[src/pdec_pkg.sv]
package pdec_pkg;
	// function pin codes
	localparam logic [3:0] CODE_PAR = 4'h0;
	localparam logic [3:0] CODE_SER = 4'h1;
	localparam logic [3:0] CODE_FTW_FULL = 4'h2;
	localparam logic [3:0] CODE_FTW_SWAP = 4'h3;
	localparam logic [3:0] CODE_POW_AMP = 4'h4;
	localparam logic [3:0] CODE_AMP_POW = 4'h5;
	localparam logic [3:0] CODE_HI_FIRST = 4'h6;
	localparam logic [3:0] CODE_HI_LAST = 4'h9;
	localparam logic [3:0] CODE_LO_FIRST = 4'hA;
	localparam logic [3:0] CODE_LO_LAST = 4'hD;
	// low-byte slot order inside the partial-tuning codes
	localparam logic [1:0] SLOT_AMP_HI = 2'h0;
	localparam logic [1:0] SLOT_POW_HI = 2'h1;
	localparam logic [1:0] SLOT_AMP_LO = 2'h2;
	localparam logic [1:0] SLOT_POW_LO = 2'h3;
	// widths and port field positions
	localparam int PORT_W = 32;
	localparam int FTW_W = 32;
	localparam int POW_W = 16;
	localparam int AMP_W = 12;
	localparam int BYTE_W = 8;
	localparam int HALF = 16;
	localparam int ADDR_LSB = 8;
	localparam int CTL_WR = 0;
	localparam int CTL_RD = 1;
	localparam int CTL_W16 = 2;
	localparam logic [31:0] OE_W16 = 32'hFFFF0000;
	localparam logic [31:0] OE_W8 = 32'h00FF0000;
	// serial pin positions in the low byte
	localparam int SER_CS = 0;
	localparam int SER_SCLK = 1;
	localparam int SER_SDIO = 2;
	localparam int SER_SDO = 3;
	localparam int SER_SYNC = 4;
	// port sample divider: 1/16 of core_clk
	localparam int SAMPLE_DIV = 16;
	localparam logic [3:0] DIV_LAST = 4'(SAMPLE_DIV - 1);
	// register indices; byte address is four times the index
	localparam logic [5:0] IDX_CONTROL_FUNCTION_REGISTER_ONE = 6'h00;
	localparam logic [5:0] IDX_CONTROL_FUNCTION_REGISTER_TWO = 6'h01;
	localparam logic [5:0] IDX_STAT = 6'h02;
	localparam logic [5:0] IDX_FTW = 6'h03;
	localparam logic [5:0] IDX_PA = 6'h04;
	localparam int CONTROL_FUNCTION_REGISTER_ONE_STREAM = 17;
	localparam int CONTROL_FUNCTION_REGISTER_ONE_ASE = 8;
	localparam int CONTROL_FUNCTION_REGISTER_TWO_MATCH = 15;
	localparam logic [31:0] CONTROL_FUNCTION_REGISTER_ONE_RST = 32'h00000000;
	localparam logic [31:0] CONTROL_FUNCTION_REGISTER_TWO_RST = 32'h00000000;
	localparam logic [11:0] AMP_FULL = 12'hFFF;
	localparam int FIFO_DEPTH = 4;
	// decoded port mode, one-hot
	typedef enum logic [3:0] {
		MODE_IDLE = 4'b0001,
		MODE_PAR = 4'b0010,
		MODE_SER = 4'b0100,
		MODE_DIR = 4'b1000
	} pdec_mode_t;
	// one synthesizer parameter set
	typedef struct packed {
		logic [31:0] frequency_tuning_word;
		logic [15:0] phase_offset_word;
		logic [11:0] amplitude_word;
	} pdec_word_t;
endpackage : pdec_pkg

[src/pdec_parallel_port_function_decoder.sv]
// The implementer's own choices: the placing of the registers and the address-and-strobe port.
`timescale 1ns/1ps

// small synchronous fifo, ready/valid both sides
module pdec_fifo #(
	parameter int W = 8,
	parameter int DEPTH = 4,
	parameter int AW = $clog2(DEPTH)
) (
	input wire logic core_clk,
	input wire logic rst,
	input wire logic in_valid,
	output logic in_ready,
	input wire logic [W-1:0] in_data,
	output logic out_valid,
	input wire logic out_ready,
	output logic [W-1:0] out_data
);
	logic [W-1:0] mem [DEPTH]; // storage
	logic [AW-1:0] wr_reg, wr_next; // write pointer
	logic [AW-1:0] rd_reg, rd_next; // read pointer
	logic [AW:0] cnt_reg, cnt_next; // fill level
	logic push, pop;

	assign in_ready = (cnt_reg != (AW+1)'(DEPTH));
	assign out_valid = (cnt_reg != '0);
	assign out_data = mem[rd_reg];
	assign push = in_valid && in_ready;
	assign pop = out_valid && out_ready;

	// pointer arithmetic, wraps at depth
	always_comb begin
		wr_next = wr_reg;
		rd_next = rd_reg;
		if (push) begin
			wr_next = (wr_reg == AW'(DEPTH - 1)) ? '0 : wr_reg + 1'b1;
		end
		if (pop) begin
			rd_next = (rd_reg == AW'(DEPTH - 1)) ? '0 : rd_reg + 1'b1;
		end
		cnt_next = cnt_reg + (AW+1)'(push) - (AW+1)'(pop);
	end

	// registers only
	always_ff @(posedge core_clk) begin
		if (rst) begin
			wr_reg <= '0;
			rd_reg <= '0;
			cnt_reg <= '0;
		end else begin
			wr_reg <= wr_next;
			rd_reg <= rd_next;
			cnt_reg <= cnt_next;
		end
		if (push) begin
			mem[wr_reg] <= in_data;
		end
	end
endmodule : pdec_fifo

// How it works
// - four function pins pick port layout
// - code 0000: data, address, control fields
// - control bits: read/write, 16 or 8 bits
// - address picks register, data carries contents
// - code 0001: low byte carries serial signals
// - code 0010: full tuning word, msb aligned
// - code 0011: tuning word bytes swapped halves
// - code 0100: phase high, amplitude low
// - code 0101: amplitude high, phase low
// - codes 0110-1001: tuning 31:8 plus byte
// - codes 1010-1101: tuning 23:0 plus byte
// - amplitude keeps only twelve low bits
// - amplitude applies only with scaling enable
// - port bit 31 msb, bit 0 lsb
// - streaming skips update strobe, else wait
// - port sampled at core_clk over sixteen, serial pins every cycle
// - matched latency aligns all three parameters
module pdec_parallel_port_function_decoder import pdec_pkg::*; (
	input wire logic core_clk,
	input wire logic rst,
	input wire logic [3:0] func_sel, // function pins
	input wire logic [31:0] port_in, // parallel port level
	output logic [31:0] port_out, // parallel port drive
	output logic [31:0] port_oe, // high where we drive
	input wire logic io_update, // transfer strobe
	output logic ser_cs_n, // serial chip select
	output logic ser_sclk, // serial clock
	output logic ser_sdio_in, // serial data in
	output logic ser_sync_abort, // serial abort
	input wire logic ser_sdo, // serial engine data out
	input wire logic ser_sdio_out, // serial engine sdio drive
	input wire logic ser_sdio_oe, // serial engine sdio enable
	input wire logic core_ready, // core accepts a set
	output logic [31:0] core_ftw, // to synthesizer core
	output logic [15:0] core_pow,
	output logic [11:0] core_amp,
	output logic core_load, // one-cycle apply pulse
	input wire logic [7:0] reg_addr,
	input wire logic [31:0] reg_wdata,
	input wire logic reg_wr,
	input wire logic reg_rd,
	output logic [31:0] reg_rdata
);
	logic [3:0] div_reg, div_next; // sample divider
	logic sample_en; // one cycle in sixteen
	pdec_mode_t mode; // decoded from pins
	logic [15:0] pmem [256]; // programming register space
	logic [2:0] ctl; // parallel control field
	logic [7:0] paddr; // parallel address field
	pdec_word_t hold_reg, hold_next; // holding registers
	pdec_word_t snap_reg, snap_next; // set waiting for fifo
	logic pend_reg, pend_next;
	logic req; // transfer request
	logic [1:0] slot; // partial-code slot
	logic [31:0] pout_reg, pout_next;
	logic [31:0] poe_reg, poe_next;
	logic [4:0] ser_reg, ser_next; // captured serial pins
	logic [31:0] control_function_register_one_reg, control_function_register_one_next;
	logic [31:0] control_function_register_two_reg, control_function_register_two_next;
	logic [31:0] rdata_reg, rdata_next;
	logic f_in_ready, f_out_valid, pop;
	pdec_word_t head; // fifo head
	pdec_word_t stg_reg, stg_next; // pipeline stage
	logic stg_v_reg, stg_v_next;
	pdec_word_t out_reg, out_next; // core parameters
	logic load_reg, load_next;
	logic match, stream;

	assign sample_en = (div_reg == DIV_LAST);
	assign ctl = port_in[CTL_W16:CTL_WR];
	assign paddr = port_in[ADDR_LSB +: BYTE_W];
	assign match = control_function_register_two_reg[CONTROL_FUNCTION_REGISTER_TWO_MATCH];
	assign stream = control_function_register_one_reg[CONTROL_FUNCTION_REGISTER_ONE_STREAM];
	assign slot = 2'(func_sel - ((func_sel >= CODE_LO_FIRST) ? CODE_LO_FIRST : CODE_HI_FIRST));
	assign req = stream ? (sample_en && mode == MODE_DIR) : io_update;
	assign pop = f_out_valid && core_ready;

	// mode decode from function pins
	always_comb begin
		if (func_sel == CODE_PAR) begin
			mode = MODE_PAR;
		end else if (func_sel == CODE_SER) begin
			mode = MODE_SER;
		end else if (func_sel <= CODE_LO_LAST) begin
			mode = MODE_DIR;
		end else begin
			mode = MODE_IDLE;
		end
	end

	// direct modes: route port bits into holding registers
	always_comb begin
		hold_next = hold_reg;
		if (sample_en && mode == MODE_DIR) begin
			case (func_sel)
				CODE_FTW_FULL: hold_next.frequency_tuning_word = port_in;
				CODE_FTW_SWAP: begin
					hold_next.frequency_tuning_word = {port_in[HALF-1:0], port_in[PORT_W-1:HALF]};
				end
				CODE_POW_AMP: begin
					hold_next.phase_offset_word = port_in[HALF +: POW_W];
					hold_next.amplitude_word = port_in[AMP_W-1:0];
				end
				CODE_AMP_POW: begin
					hold_next.amplitude_word = port_in[HALF +: AMP_W];
					hold_next.phase_offset_word = port_in[POW_W-1:0];
				end
				default: begin
					if (func_sel <= CODE_HI_LAST) begin
						hold_next.frequency_tuning_word[FTW_W-1:BYTE_W] = port_in[PORT_W-1:BYTE_W];
					end else begin
						hold_next.frequency_tuning_word[FTW_W-BYTE_W-1:0] = port_in[PORT_W-1:BYTE_W];
					end
					case (slot)
						// upper amplitude nibble only, bits above are dropped
						SLOT_AMP_HI: hold_next.amplitude_word[AMP_W-1:BYTE_W] = port_in[AMP_W-BYTE_W-1:0];
						SLOT_POW_HI: hold_next.phase_offset_word[POW_W-1:BYTE_W] = port_in[BYTE_W-1:0];
						SLOT_AMP_LO: hold_next.amplitude_word[BYTE_W-1:0] = port_in[BYTE_W-1:0];
						SLOT_POW_LO: hold_next.phase_offset_word[BYTE_W-1:0] = port_in[BYTE_W-1:0];
						default: hold_next = hold_reg;
					endcase
				end
			endcase
		end
	end

	// snapshot and pending flag; new request wins over acceptance
	always_comb begin
		snap_next = snap_reg;
		pend_next = pend_reg;
		if (pend_reg && f_in_ready) begin
			pend_next = 1'b0;
		end
		if (req) begin
			snap_next = hold_next;
			pend_next = 1'b1;
		end
	end

	// port drive: parallel read data and serial outputs
	always_comb begin
		pout_next = pout_reg;
		poe_next = poe_reg;
		ser_next = ser_reg;
		if (mode == MODE_SER) begin
			ser_next = port_in[SER_SYNC:SER_CS];
			pout_next = '0;
			poe_next = '0;
			pout_next[SER_SDO] = ser_sdo;
			poe_next[SER_SDO] = 1'b1;
			pout_next[SER_SDIO] = ser_sdio_out;
			poe_next[SER_SDIO] = ser_sdio_oe;
		end else if (mode != MODE_PAR) begin
			poe_next = '0; // nothing driven outside programming
		end else if (sample_en) begin
			poe_next = '0;
			if (ctl[CTL_RD]) begin
				// read data held until the next port sample
				pout_next = '0;
				if (ctl[CTL_W16]) begin
					pout_next[PORT_W-1:HALF] = pmem[paddr];
					poe_next = OE_W16;
				end else begin
					pout_next[HALF +: BYTE_W] = pmem[paddr][BYTE_W-1:0];
					poe_next = OE_W8;
				end
			end
		end
	end

	// control registers and read mux
	always_comb begin
		control_function_register_one_next = control_function_register_one_reg;
		control_function_register_two_next = control_function_register_two_reg;
		rdata_next = '0; // unmapped reads zero
		if (reg_wr) begin
			case (reg_addr)
				{IDX_CONTROL_FUNCTION_REGISTER_ONE, 2'b00}: control_function_register_one_next = reg_wdata;
				{IDX_CONTROL_FUNCTION_REGISTER_TWO, 2'b00}: control_function_register_two_next = reg_wdata;
				default: control_function_register_one_next = control_function_register_one_reg;
			endcase
		end
		if (reg_rd) begin
			case (reg_addr)
				{IDX_CONTROL_FUNCTION_REGISTER_ONE, 2'b00}: rdata_next = control_function_register_one_reg;
				{IDX_CONTROL_FUNCTION_REGISTER_TWO, 2'b00}: rdata_next = control_function_register_two_reg;
				{IDX_STAT, 2'b00}: begin
					rdata_next = {22'h0, func_sel, mode, f_out_valid, f_in_ready};
				end
				{IDX_FTW, 2'b00}: rdata_next = out_reg.frequency_tuning_word;
				{IDX_PA, 2'b00}: rdata_next = {4'h0, core_amp, out_reg.phase_offset_word};
				default: rdata_next = '0;
			endcase
		end
	end

	// fifo between port side and core
	pdec_fifo #(.W($bits(pdec_word_t)), .DEPTH(FIFO_DEPTH)) u_fifo (
		.core_clk(core_clk),
		.rst(rst),
		.in_valid(pend_reg),
		.in_ready(f_in_ready),
		.in_data(snap_reg),
		.out_valid(f_out_valid),
		.out_ready(core_ready),
		.out_data(head)
	);

	// core side; unmatched phase/amplitude land a cycle before frequency
	always_comb begin
		stg_next = stg_reg;
		stg_v_next = pop;
		out_next = out_reg;
		load_next = 1'b0;
		if (pop) begin
			stg_next = head;
			if (!match) begin
				out_next.phase_offset_word = head.phase_offset_word;
				out_next.amplitude_word = head.amplitude_word;
				load_next = 1'b1;
			end
		end
		if (stg_v_reg) begin
			out_next.frequency_tuning_word = stg_reg.frequency_tuning_word;
			load_next = 1'b1;
			if (match) begin
				out_next.phase_offset_word = stg_reg.phase_offset_word;
				out_next.amplitude_word = stg_reg.amplitude_word;
			end
		end
	end

	// divider next value
	always_comb begin
		div_next = (div_reg == DIV_LAST) ? '0 : div_reg + 1'b1;
	end

	// all state registers except the programming register space
	always_ff @(posedge core_clk) begin
		if (rst) begin
			div_reg <= '0;
			hold_reg <= '0;
			snap_reg <= '0;
			pend_reg <= 1'b0;
			pout_reg <= '0;
			poe_reg <= '0;
			ser_reg <= 5'h01; // chip select idle high
			control_function_register_one_reg <= CONTROL_FUNCTION_REGISTER_ONE_RST;
			control_function_register_two_reg <= CONTROL_FUNCTION_REGISTER_TWO_RST;
			rdata_reg <= '0;
			stg_reg <= '0;
			stg_v_reg <= 1'b0;
			out_reg <= '0;
			load_reg <= 1'b0;
		end else begin
			div_reg <= div_next;
			hold_reg <= hold_next;
			snap_reg <= snap_next;
			pend_reg <= pend_next;
			pout_reg <= pout_next;
			poe_reg <= poe_next;
			ser_reg <= ser_next;
			control_function_register_one_reg <= control_function_register_one_next;
			control_function_register_two_reg <= control_function_register_two_next;
			rdata_reg <= rdata_next;
			stg_reg <= stg_next;
			stg_v_reg <= stg_v_next;
			out_reg <= out_next;
			load_reg <= load_next;
		end
	end

	// programming register space, 8 or 16 bit writes
	always_ff @(posedge core_clk) begin
		if (sample_en && mode == MODE_PAR && ctl[CTL_WR]) begin
			if (ctl[CTL_W16]) begin
				pmem[paddr] <= port_in[PORT_W-1:HALF];
			end else begin
				pmem[paddr][BYTE_W-1:0] <= port_in[HALF +: BYTE_W];
			end
		end
	end

	assign port_out = pout_reg;
	assign port_oe = poe_reg;
	assign {ser_sync_abort, ser_sdio_in, ser_sclk, ser_cs_n} =
		{ser_reg[SER_SYNC], ser_reg[SER_SDIO], ser_reg[SER_SCLK], ser_reg[SER_CS]};
	assign core_ftw = out_reg.frequency_tuning_word;
	assign core_pow = out_reg.phase_offset_word;
	assign core_amp = control_function_register_one_reg[CONTROL_FUNCTION_REGISTER_ONE_ASE] ? out_reg.amplitude_word : AMP_FULL;
	assign core_load = load_reg;
	assign reg_rdata = rdata_reg;

	// checks
	property p_div;
		@(posedge core_clk) disable iff (rst) sample_en |=> !sample_en [*8] ##8 sample_en;
	endproperty
	a_div: assert property (p_div) else $error("sample rate wrong");
	property p_full;
		@(posedge core_clk) disable iff (rst)
		sample_en && func_sel == CODE_FTW_FULL |=> hold_reg.frequency_tuning_word == $past(port_in);
	endproperty
	a_full: assert property (p_full) else $error("full tuning load wrong");
	property p_swap;
		@(posedge core_clk) disable iff (rst) sample_en && func_sel == CODE_FTW_SWAP
		|=> hold_reg.frequency_tuning_word == {$past(port_in[15:0]), $past(port_in[31:16])};
	endproperty
	a_swap: assert property (p_swap) else $error("swapped tuning load wrong");
	property p_pa;
		@(posedge core_clk) disable iff (rst) sample_en && func_sel == CODE_POW_AMP
		|=> hold_reg.amplitude_word == $past(port_in[11:0]) && hold_reg.phase_offset_word == $past(port_in[31:16]);
	endproperty
	a_pa: assert property (p_pa) else $error("phase/amp load wrong");
	property p_ap;
		@(posedge core_clk) disable iff (rst) sample_en && func_sel == CODE_AMP_POW
		|=> hold_reg.amplitude_word == $past(port_in[27:16]) && hold_reg.phase_offset_word == $past(port_in[15:0]);
	endproperty
	a_ap: assert property (p_ap) else $error("amp/phase load wrong");
	property p_unused;
		@(posedge core_clk) disable iff (rst) func_sel > CODE_LO_LAST |=> $stable(hold_reg);
	endproperty
	a_unused: assert property (p_unused) else $error("unused code changed state");
	property p_nostream;
		@(posedge core_clk) disable iff (rst)
		!stream && !io_update && !pend_reg |=> !pend_reg;
	endproperty
	a_nostream: assert property (p_nostream) else $error("transfer without strobe");
	property p_match;
		@(posedge core_clk) disable iff (rst) pop && match && $stable(match)
		|=> ##1 core_pow == $past(head.phase_offset_word, 2) && core_ftw == $past(head.frequency_tuning_word, 2) && core_load;
	endproperty
	a_match: assert property (p_match) else $error("latency not matched");
	property p_rd_oe;
		@(posedge core_clk) disable iff (rst) sample_en && mode == MODE_PAR && ctl[CTL_RD]
		|=> port_oe == (($past(ctl[CTL_W16])) ? OE_W16 : OE_W8);
	endproperty
	a_rd_oe: assert property (p_rd_oe) else $error("read lanes wrong");
	property p_ase;
		@(posedge core_clk) disable iff (rst) !control_function_register_one_reg[CONTROL_FUNCTION_REGISTER_ONE_ASE] |-> core_amp == AMP_FULL;
	endproperty
	a_ase: assert property (p_ase) else $error("amplitude used while disabled");
	c_full: cover property (@(posedge core_clk) disable iff (rst) !f_in_ready && pend_reg);
	c_load: cover property (@(posedge core_clk) disable iff (rst) core_load && match);
	c_read: cover property (@(posedge core_clk) disable iff (rst) poe_reg == OE_W16);
endmodule : pdec_parallel_port_function_decoder

[config.mk]
export PLATFORM = sky130hd
export DESIGN_NAME = pdec_parallel_port_function_decoder
export DESIGN_NICKNAME = d
export VERILOG_FILES = /design/src/pdec_pkg.sv /design/src/pdec_parallel_port_function_decoder.sv
export SDC_FILE = /design/constraint.sdc
export NUM_CORES = 2
export LEC_CHECK = 0
export BUFFER_PORTS_ARGS = -buffer_cell sky130_fd_sc_hd__buf_4
export CAP_MARGIN = 0
export CELL_PAD_IN_SITES_DETAIL_PLACEMENT = 1
export CELL_PAD_IN_SITES_GLOBAL_PLACEMENT = 1
export CORE_MARGIN = 1.5
export CORE_UTILIZATION = 25
export CTS_CLUSTER_SIZE = 10
export DETAILED_ROUTE_END_ITERATION = 10
export GPL_TIMING_DRIVEN = 0
export PLACE_DENSITY = 0.46
export SLEW_MARGIN = 20
export SYNTH_ARGS = -nofsm -noshare
export SYNTH_HDL_FRONTEND = slang
export SYNTH_MEMORY_MAX_BITS = 65536
export SYNTH_SLANG_ARGS = --single-unit
[constraint.sdc]
create_clock -name core_clk -period 3.75 [get_ports core_clk]
set_input_delay 0.375 -clock core_clk [delete_from_list [all_inputs] [get_ports core_clk]]
set_output_delay 0.375 -clock core_clk [all_outputs]
set_load 0.1 [all_outputs]
Word-level counts from Yosys, hierarchy flattened. Memories as Yosys holds them, arrays and structs flattened. A register that Yosys moved wholly into a read port is not among the register bits. Cells that the tools add are included.

Flip-flop bits (word level): 405. Bits in writable memories: 4336. Bits of input ports: 85. Output and inout port bits: 161. Word-level logic and storage cells: 132. Memories kept: 2.

Add/subtract/negate cells: 6. $lt $le $gt $ge: 2. Eq/ne operators: 21. Multiplexer cells: 48. Bitwise gates (word level): 3. Reductions and logical operators: 23.

Memory list: pmem (words 256, width 16, rd ports 1, clocked after Yosys merged registers in 0, write ports 1, line pdec_parallel_port_function_decoder.sv:108) `logic [15:0] pmem [256];`; u_fifo.mem (words 4, width 60, rd ports 1, clocked after Yosys merged registers in 1, write ports 1, line pdec_parallel_port_function_decoder.sv:19) `logic [W-1:0] mem [DEPTH];`.

Operators by type and width (number): case mux 32 bit (5 select lines) (1); 2-to-1 mux 28 bit (4); case mux 32 bit (3 select lines) (1); case mux 28 bit (3 select lines) (1); 2-to-1 mux 32 bit (2); 2-to-1 mux 60 bit (1); 2-to-1 mux 8 bit (7); 2-to-1 mux 4 bit (11); equality test 8 x 4 -> 1 bit, second input constant (2); 2-to-1 mux 16 bit (1); 2-to-1 mux 1 bit (14); equality test 4 x 2 -> 1 bit, second input constant (3); equality test 4 x 3 -> 1 bit, second input constant (3); 2-to-1 mux 12 bit (1); OR reduction 2 bit (5); equality test 2 bit, second input constant (4); equality test 4 bit, second input constant (2); equality test 8 x 3 -> 1 bit, second input constant (1); equality test 8 x 5 -> 1 bit, second input constant (1); <= comparator 4 bit, second input constant (2); logical NOT 8 bit (1); 2-to-1 mux 2 bit (4); AND reduction 3 bit (2); nonzero test 2 bit (3); 18 further kinds (26).

Logic depth before layout (Yosys ltp).
Depth after elaboration: 10. Mapped depth: 13. Gate-level depth less buffers: 10.

Cells and area by module. From an unflattened synthesis, not the netlist that was laid out.

Cell total of the unflattened synthesis: 9976. Area, all modules: 183188.2 µm².

By module, submodules not included: pdec_parallel_port_function_decoder (instances 1, cells an instance 9613, area each 174065.7 µm², seq. area each 130385.0 µm²); pdec_fifo (instances 1, cells an instance 363, area each 9122.5 µm², seq. area each 7387.1 µm²).

Least setup slack after synthesis. OpenSTA, ideal clock, no wires.

Path kind: input to register. From: input port_in[9]. To: memory pmem[111][0], enable pin. Setup time: 0.370 ns. Arrival time: 2.600 ns. Required time: 3.380 ns. Slack: 0.780 ns. Stages: 10. Buffers on the path: 8. Path through: buf_2 > buf_2 > buf_2 > buf_2 > buf_2 > clkbuf_1 > buf_2 > nand3_1 > buf_2 > nor2_1.

RTL lines: start, declared (line pdec_parallel_port_function_decoder.sv:83) `input wire logic [31:0] port_in,`; end, declared (line pdec_parallel_port_function_decoder.sv:108).

No word-level cell before the write port.

Final worst setup path.
From: input port_in[12]. To: memory pmem[8][6], enable pin.

No word-level cell before the write port.

==> qor.txt <==
Status: finished, violations left
Violated checks: negative setup slack
Syn_area_per_cell: 19.2 um^2
Synth Area in Compound Gates: 3.78%
Via count: 105545
Synthesized area: 183000 um^2
Post-Synth XOR/XNOR Area: 0.0144%
GR Overflow Total: 0
GRT Overall Usage: 21.2%
Worst Tran Pin Value: 1.42 ns
Row cnt: 313
Crit path kind: primary input to flop
Sequential-to-total area share from yosys stat: 75.4%
Synthesized flop and latch total: 4714
Number of global-route vias before repair: 107150
Routed Antenna Nets: 0
Root Driver: clkbuf_16
Top flop regs: pmem x4096, u_fifo.mem x240
DRC viols: 0
TritonCTS buffer count: 562
Design Power: 0.118 W
CP Capture Type: flop
Worst Setup SP: port_in[12]
Lkg Pwr: 68.2 nW
Final nets: 10732
Worst EP required: 4.41 ns
Max-cap violations: 0
Io pins: 246
Htree depth: 6
Sw Pwr: 0.0291 W
Pwr Density: 533 nW/um^2
Die width: 858 um
CTS tree: done
Hold Crit Class: primary input to flop
Final Setup Violations: 765
FF+latch area: 138000 um^2
Largest family of logic cells by synthesized area: multiplexers
DR iter-0 viols: 15144
Final worst-path cycle share: 109%
Finished Layout Cells: 20525
Layout cells sized above 1: 29.1%
Inst Count DP: 19553
Worst-path clk slew: 0.06 ns
Comb pwr share: 8.4%
Most used DFF post-synth: edfxtp_1
Worst r2r src: div_reg[0]
Initial antenna violation count: 102
Syn Inst Count: 9534
Data arrival time of the critical path: 4.75 ns
Switching Share: 24.7%
Clock Path Buffers: 4
Synth area leaders: edfxtp_1 (71%), mux4_2 (13%), dfxtp_1 (4.1%), nor2_1 (1.8%), mux2i_1 (1.8%)
Clock share of power: 42.3%
Largest register by flop count: pmem
Fmax: 244 MHz
RSZ-0062 raised after global routing: true
CP max FO: 10
Slew margin rel.: 5.29%
First-pass GRT wire length: 1050000 um
Area occupied by multi-input gates: 44100 um^2
Final worst slack: -0.340 ns
TritonRoute pass-1 iters: 7
Crit start category: primary input
Die Y: 858 um
Largest register FFs: 4096
Post-synth top area share: 71.2%
Layout fillers: 73833
Synth warn: 0
Simple-gate portion of the synthesized area: 3.69%
HP Start: rst
Max-slew violations: 0
Wire per inst: 39.2 um
Die ar.: 736000 um^2
HPWL after DPL: 583000 um
Maximum VDD drop: 0.000451 V
Async S/R FF share, synth: 0%
Final Hold Vio Count: 0
Area share of fa/ha/maj cells after synthesis: 0.0657%
Flop pwr share: 49.3%
Cell taking the most area after synthesis: edfxtp_1
Int Pwr: 0.0887 W
Pin count of the biggest net entering global routing: 115
Yosys cell types: 78
Final Wtd Congestion: 0.925
Post-synthesis mux area share: 15.0%
IO buf count: 210
Tmin final: 4.09 ns
Sink Count: 4714
Worst Skew: 0.107 ns
Initial Util: 25.1%
Worst-Skew Late Latency: 1.11 ns
Routed vias/inst: 5.14
Final wirelength: 805000 um
EDFF count, synth: 4336
Synth-to-Final Area Change: 20.9%
Core area: 728000 um^2
-- per-stage QoR --
stage | instance area, um^2 | hold WS [ns] | setup WS [ns] | setup TNS [ns] | utilization (%)
3_3_place_gp | 196000 | 0.443 | -7.27 | - | 27.0
2_1_floorplan | 183000 | 0.436 | 0.780 | 0 | -
5_1_grt | 221000 | 0.0840 | -0.290 | -25.23 | 30.4
4_1_cts | 220000 | 0.0196 | -0.197 | -31.77 | 30.2
3_5_place_dp | 201000 | 0.449 | -3.77 | - | 27.6
6_report | 221000 | 0.0798 | -0.340 | -52.09 | 30.4
-- area by class of cell --
cell class / count / share of cell area (%)
Inverter: 12 / 0.0232
Clock inverter: 85 / 0.421
Timing Repair Buffer: 519 / 3.02
Sequential cell: 4714 / 62.4
Antenna cell: 35 / 0.0396
Clock buffer: 724 / 6.77
Buffer: 713 / 1.98
Tap cell: 9607 / 5.44
Multi-Input combinational cell: 4116 / 20.0
-- worst max-delay path, cell delays in order --
cell,delay (ns)
clkbuf_2,0.40
clkbuf_1,0.63
buf_4,0.50
nor2_1,0.22
clkbuf_2,0.56
nand3_1,0.45
clkbuf_1,0.96
nor2_1,0.56
-- cell usage in the layout (no fill, tap or decap), drive strengths merged, types with 28 or more instances in the layout --
| cell | instances |
|---|---|
| a211oi | 69 |
| a21oi | 309 |
| a221oi | 50 |
| a222oi | 35 |
| a22o | 36 |
| a22oi | 249 |
| a311oi | 39 |
| buf | 818 |
| clkbuf | 1066 |
| clkinv | 56 |
| conb | 28 |
| dfxtp | 378 |
| diode | 35 |
| dlygate4sd3 | 70 |
| edfxtp | 4336 |
| inv | 36 |
| mux2i | 332 |
| mux4 | 1063 |
| nand2 | 494 |
| nand3 | 88 |
| nand4 | 33 |
| nor2 | 897 |
| nor3 | 32 |
| o21ai | 88 |
| o22ai | 33 |
-- synthesized netlist by cell type, types with 35 or more instances --
cell type,n
buf_2,120
buf_6,43
mux2i_1,332
a311oi_1,39
a222oi_1,35
buf_4,142
a21oi_1,309
dfxtp_1,378
edfxtp_1,4336
nor2_1,896
a22o_1,36
clkbuf_1,341
a221oi_1,50
nand2_1,494
nand3_1,88
a211oi_1,69
buf_1,71
mux4_2,1063
o21ai_0,78
a22oi_1,249
-- what timing repair did --
| item | CTS | global route |
|---|---|---|
| endpoints found under the setup margin | 4108 | 1653 |
| resized for setup | 691 | 156 |
| setup buffers | 56 | 8 |
| hold endpoints to repair | 1393 | 0 |
| hold buffers | 70 | 0 |
| pin swaps | 52 | 10 |
-- power groups by stage --
stage	Combinational, W	Sequential, W	Clock [W]
2_1_floorplan	0.00438	0.0591	0
3_3_place_gp	0.00912	0.0593	0
3_5_place_dp	0.00965	0.0592	0
4_1_cts	0.00981	0.0581	0.0506
5_1_grt	0.0101	0.0581	0.0522
6_report	0.00987	0.0581	0.0499
-- cells by family after synthesis --
kind of cell | count (synthesis)
XOR/XNOR | 3
multiplexers | 1408
other | 1
adder cells (fa/ha/maj) | 9
buffers and inverters | 731
flip-flops | 4714
AND/OR/NAND/NOR | 1651
AO/OA/AOI/OAI | 1017
-- worst paths after layout --
kind	end	slack [ns]	cells past startpoint
worst max-delay path	pmem[8][6]	-0.34	8
worst min-delay path	reg_rdata[31]	0.08	4
worst max register to register	pmem[100][3]	-0.11	8
worst min register to register	control_function_register_two_reg[16]	0.46	2
-- metal layers --
| metal | global-route usage, % | routed length [um] | vias to the layer above |
|---|---|---|---|
| met1 | 27.7 | 320000 | 57696 |
| met5 | 0 | 195 | - |
| met3 | 5.08 | 72800 | 1260 |
| li1 | - | - | 40815 |
| met4 | 10.2 | 46800 | 28 |
| met2 | 33.4 | 365000 | 5746 |
Note: power is estimated with default switching activity, not from simulation.
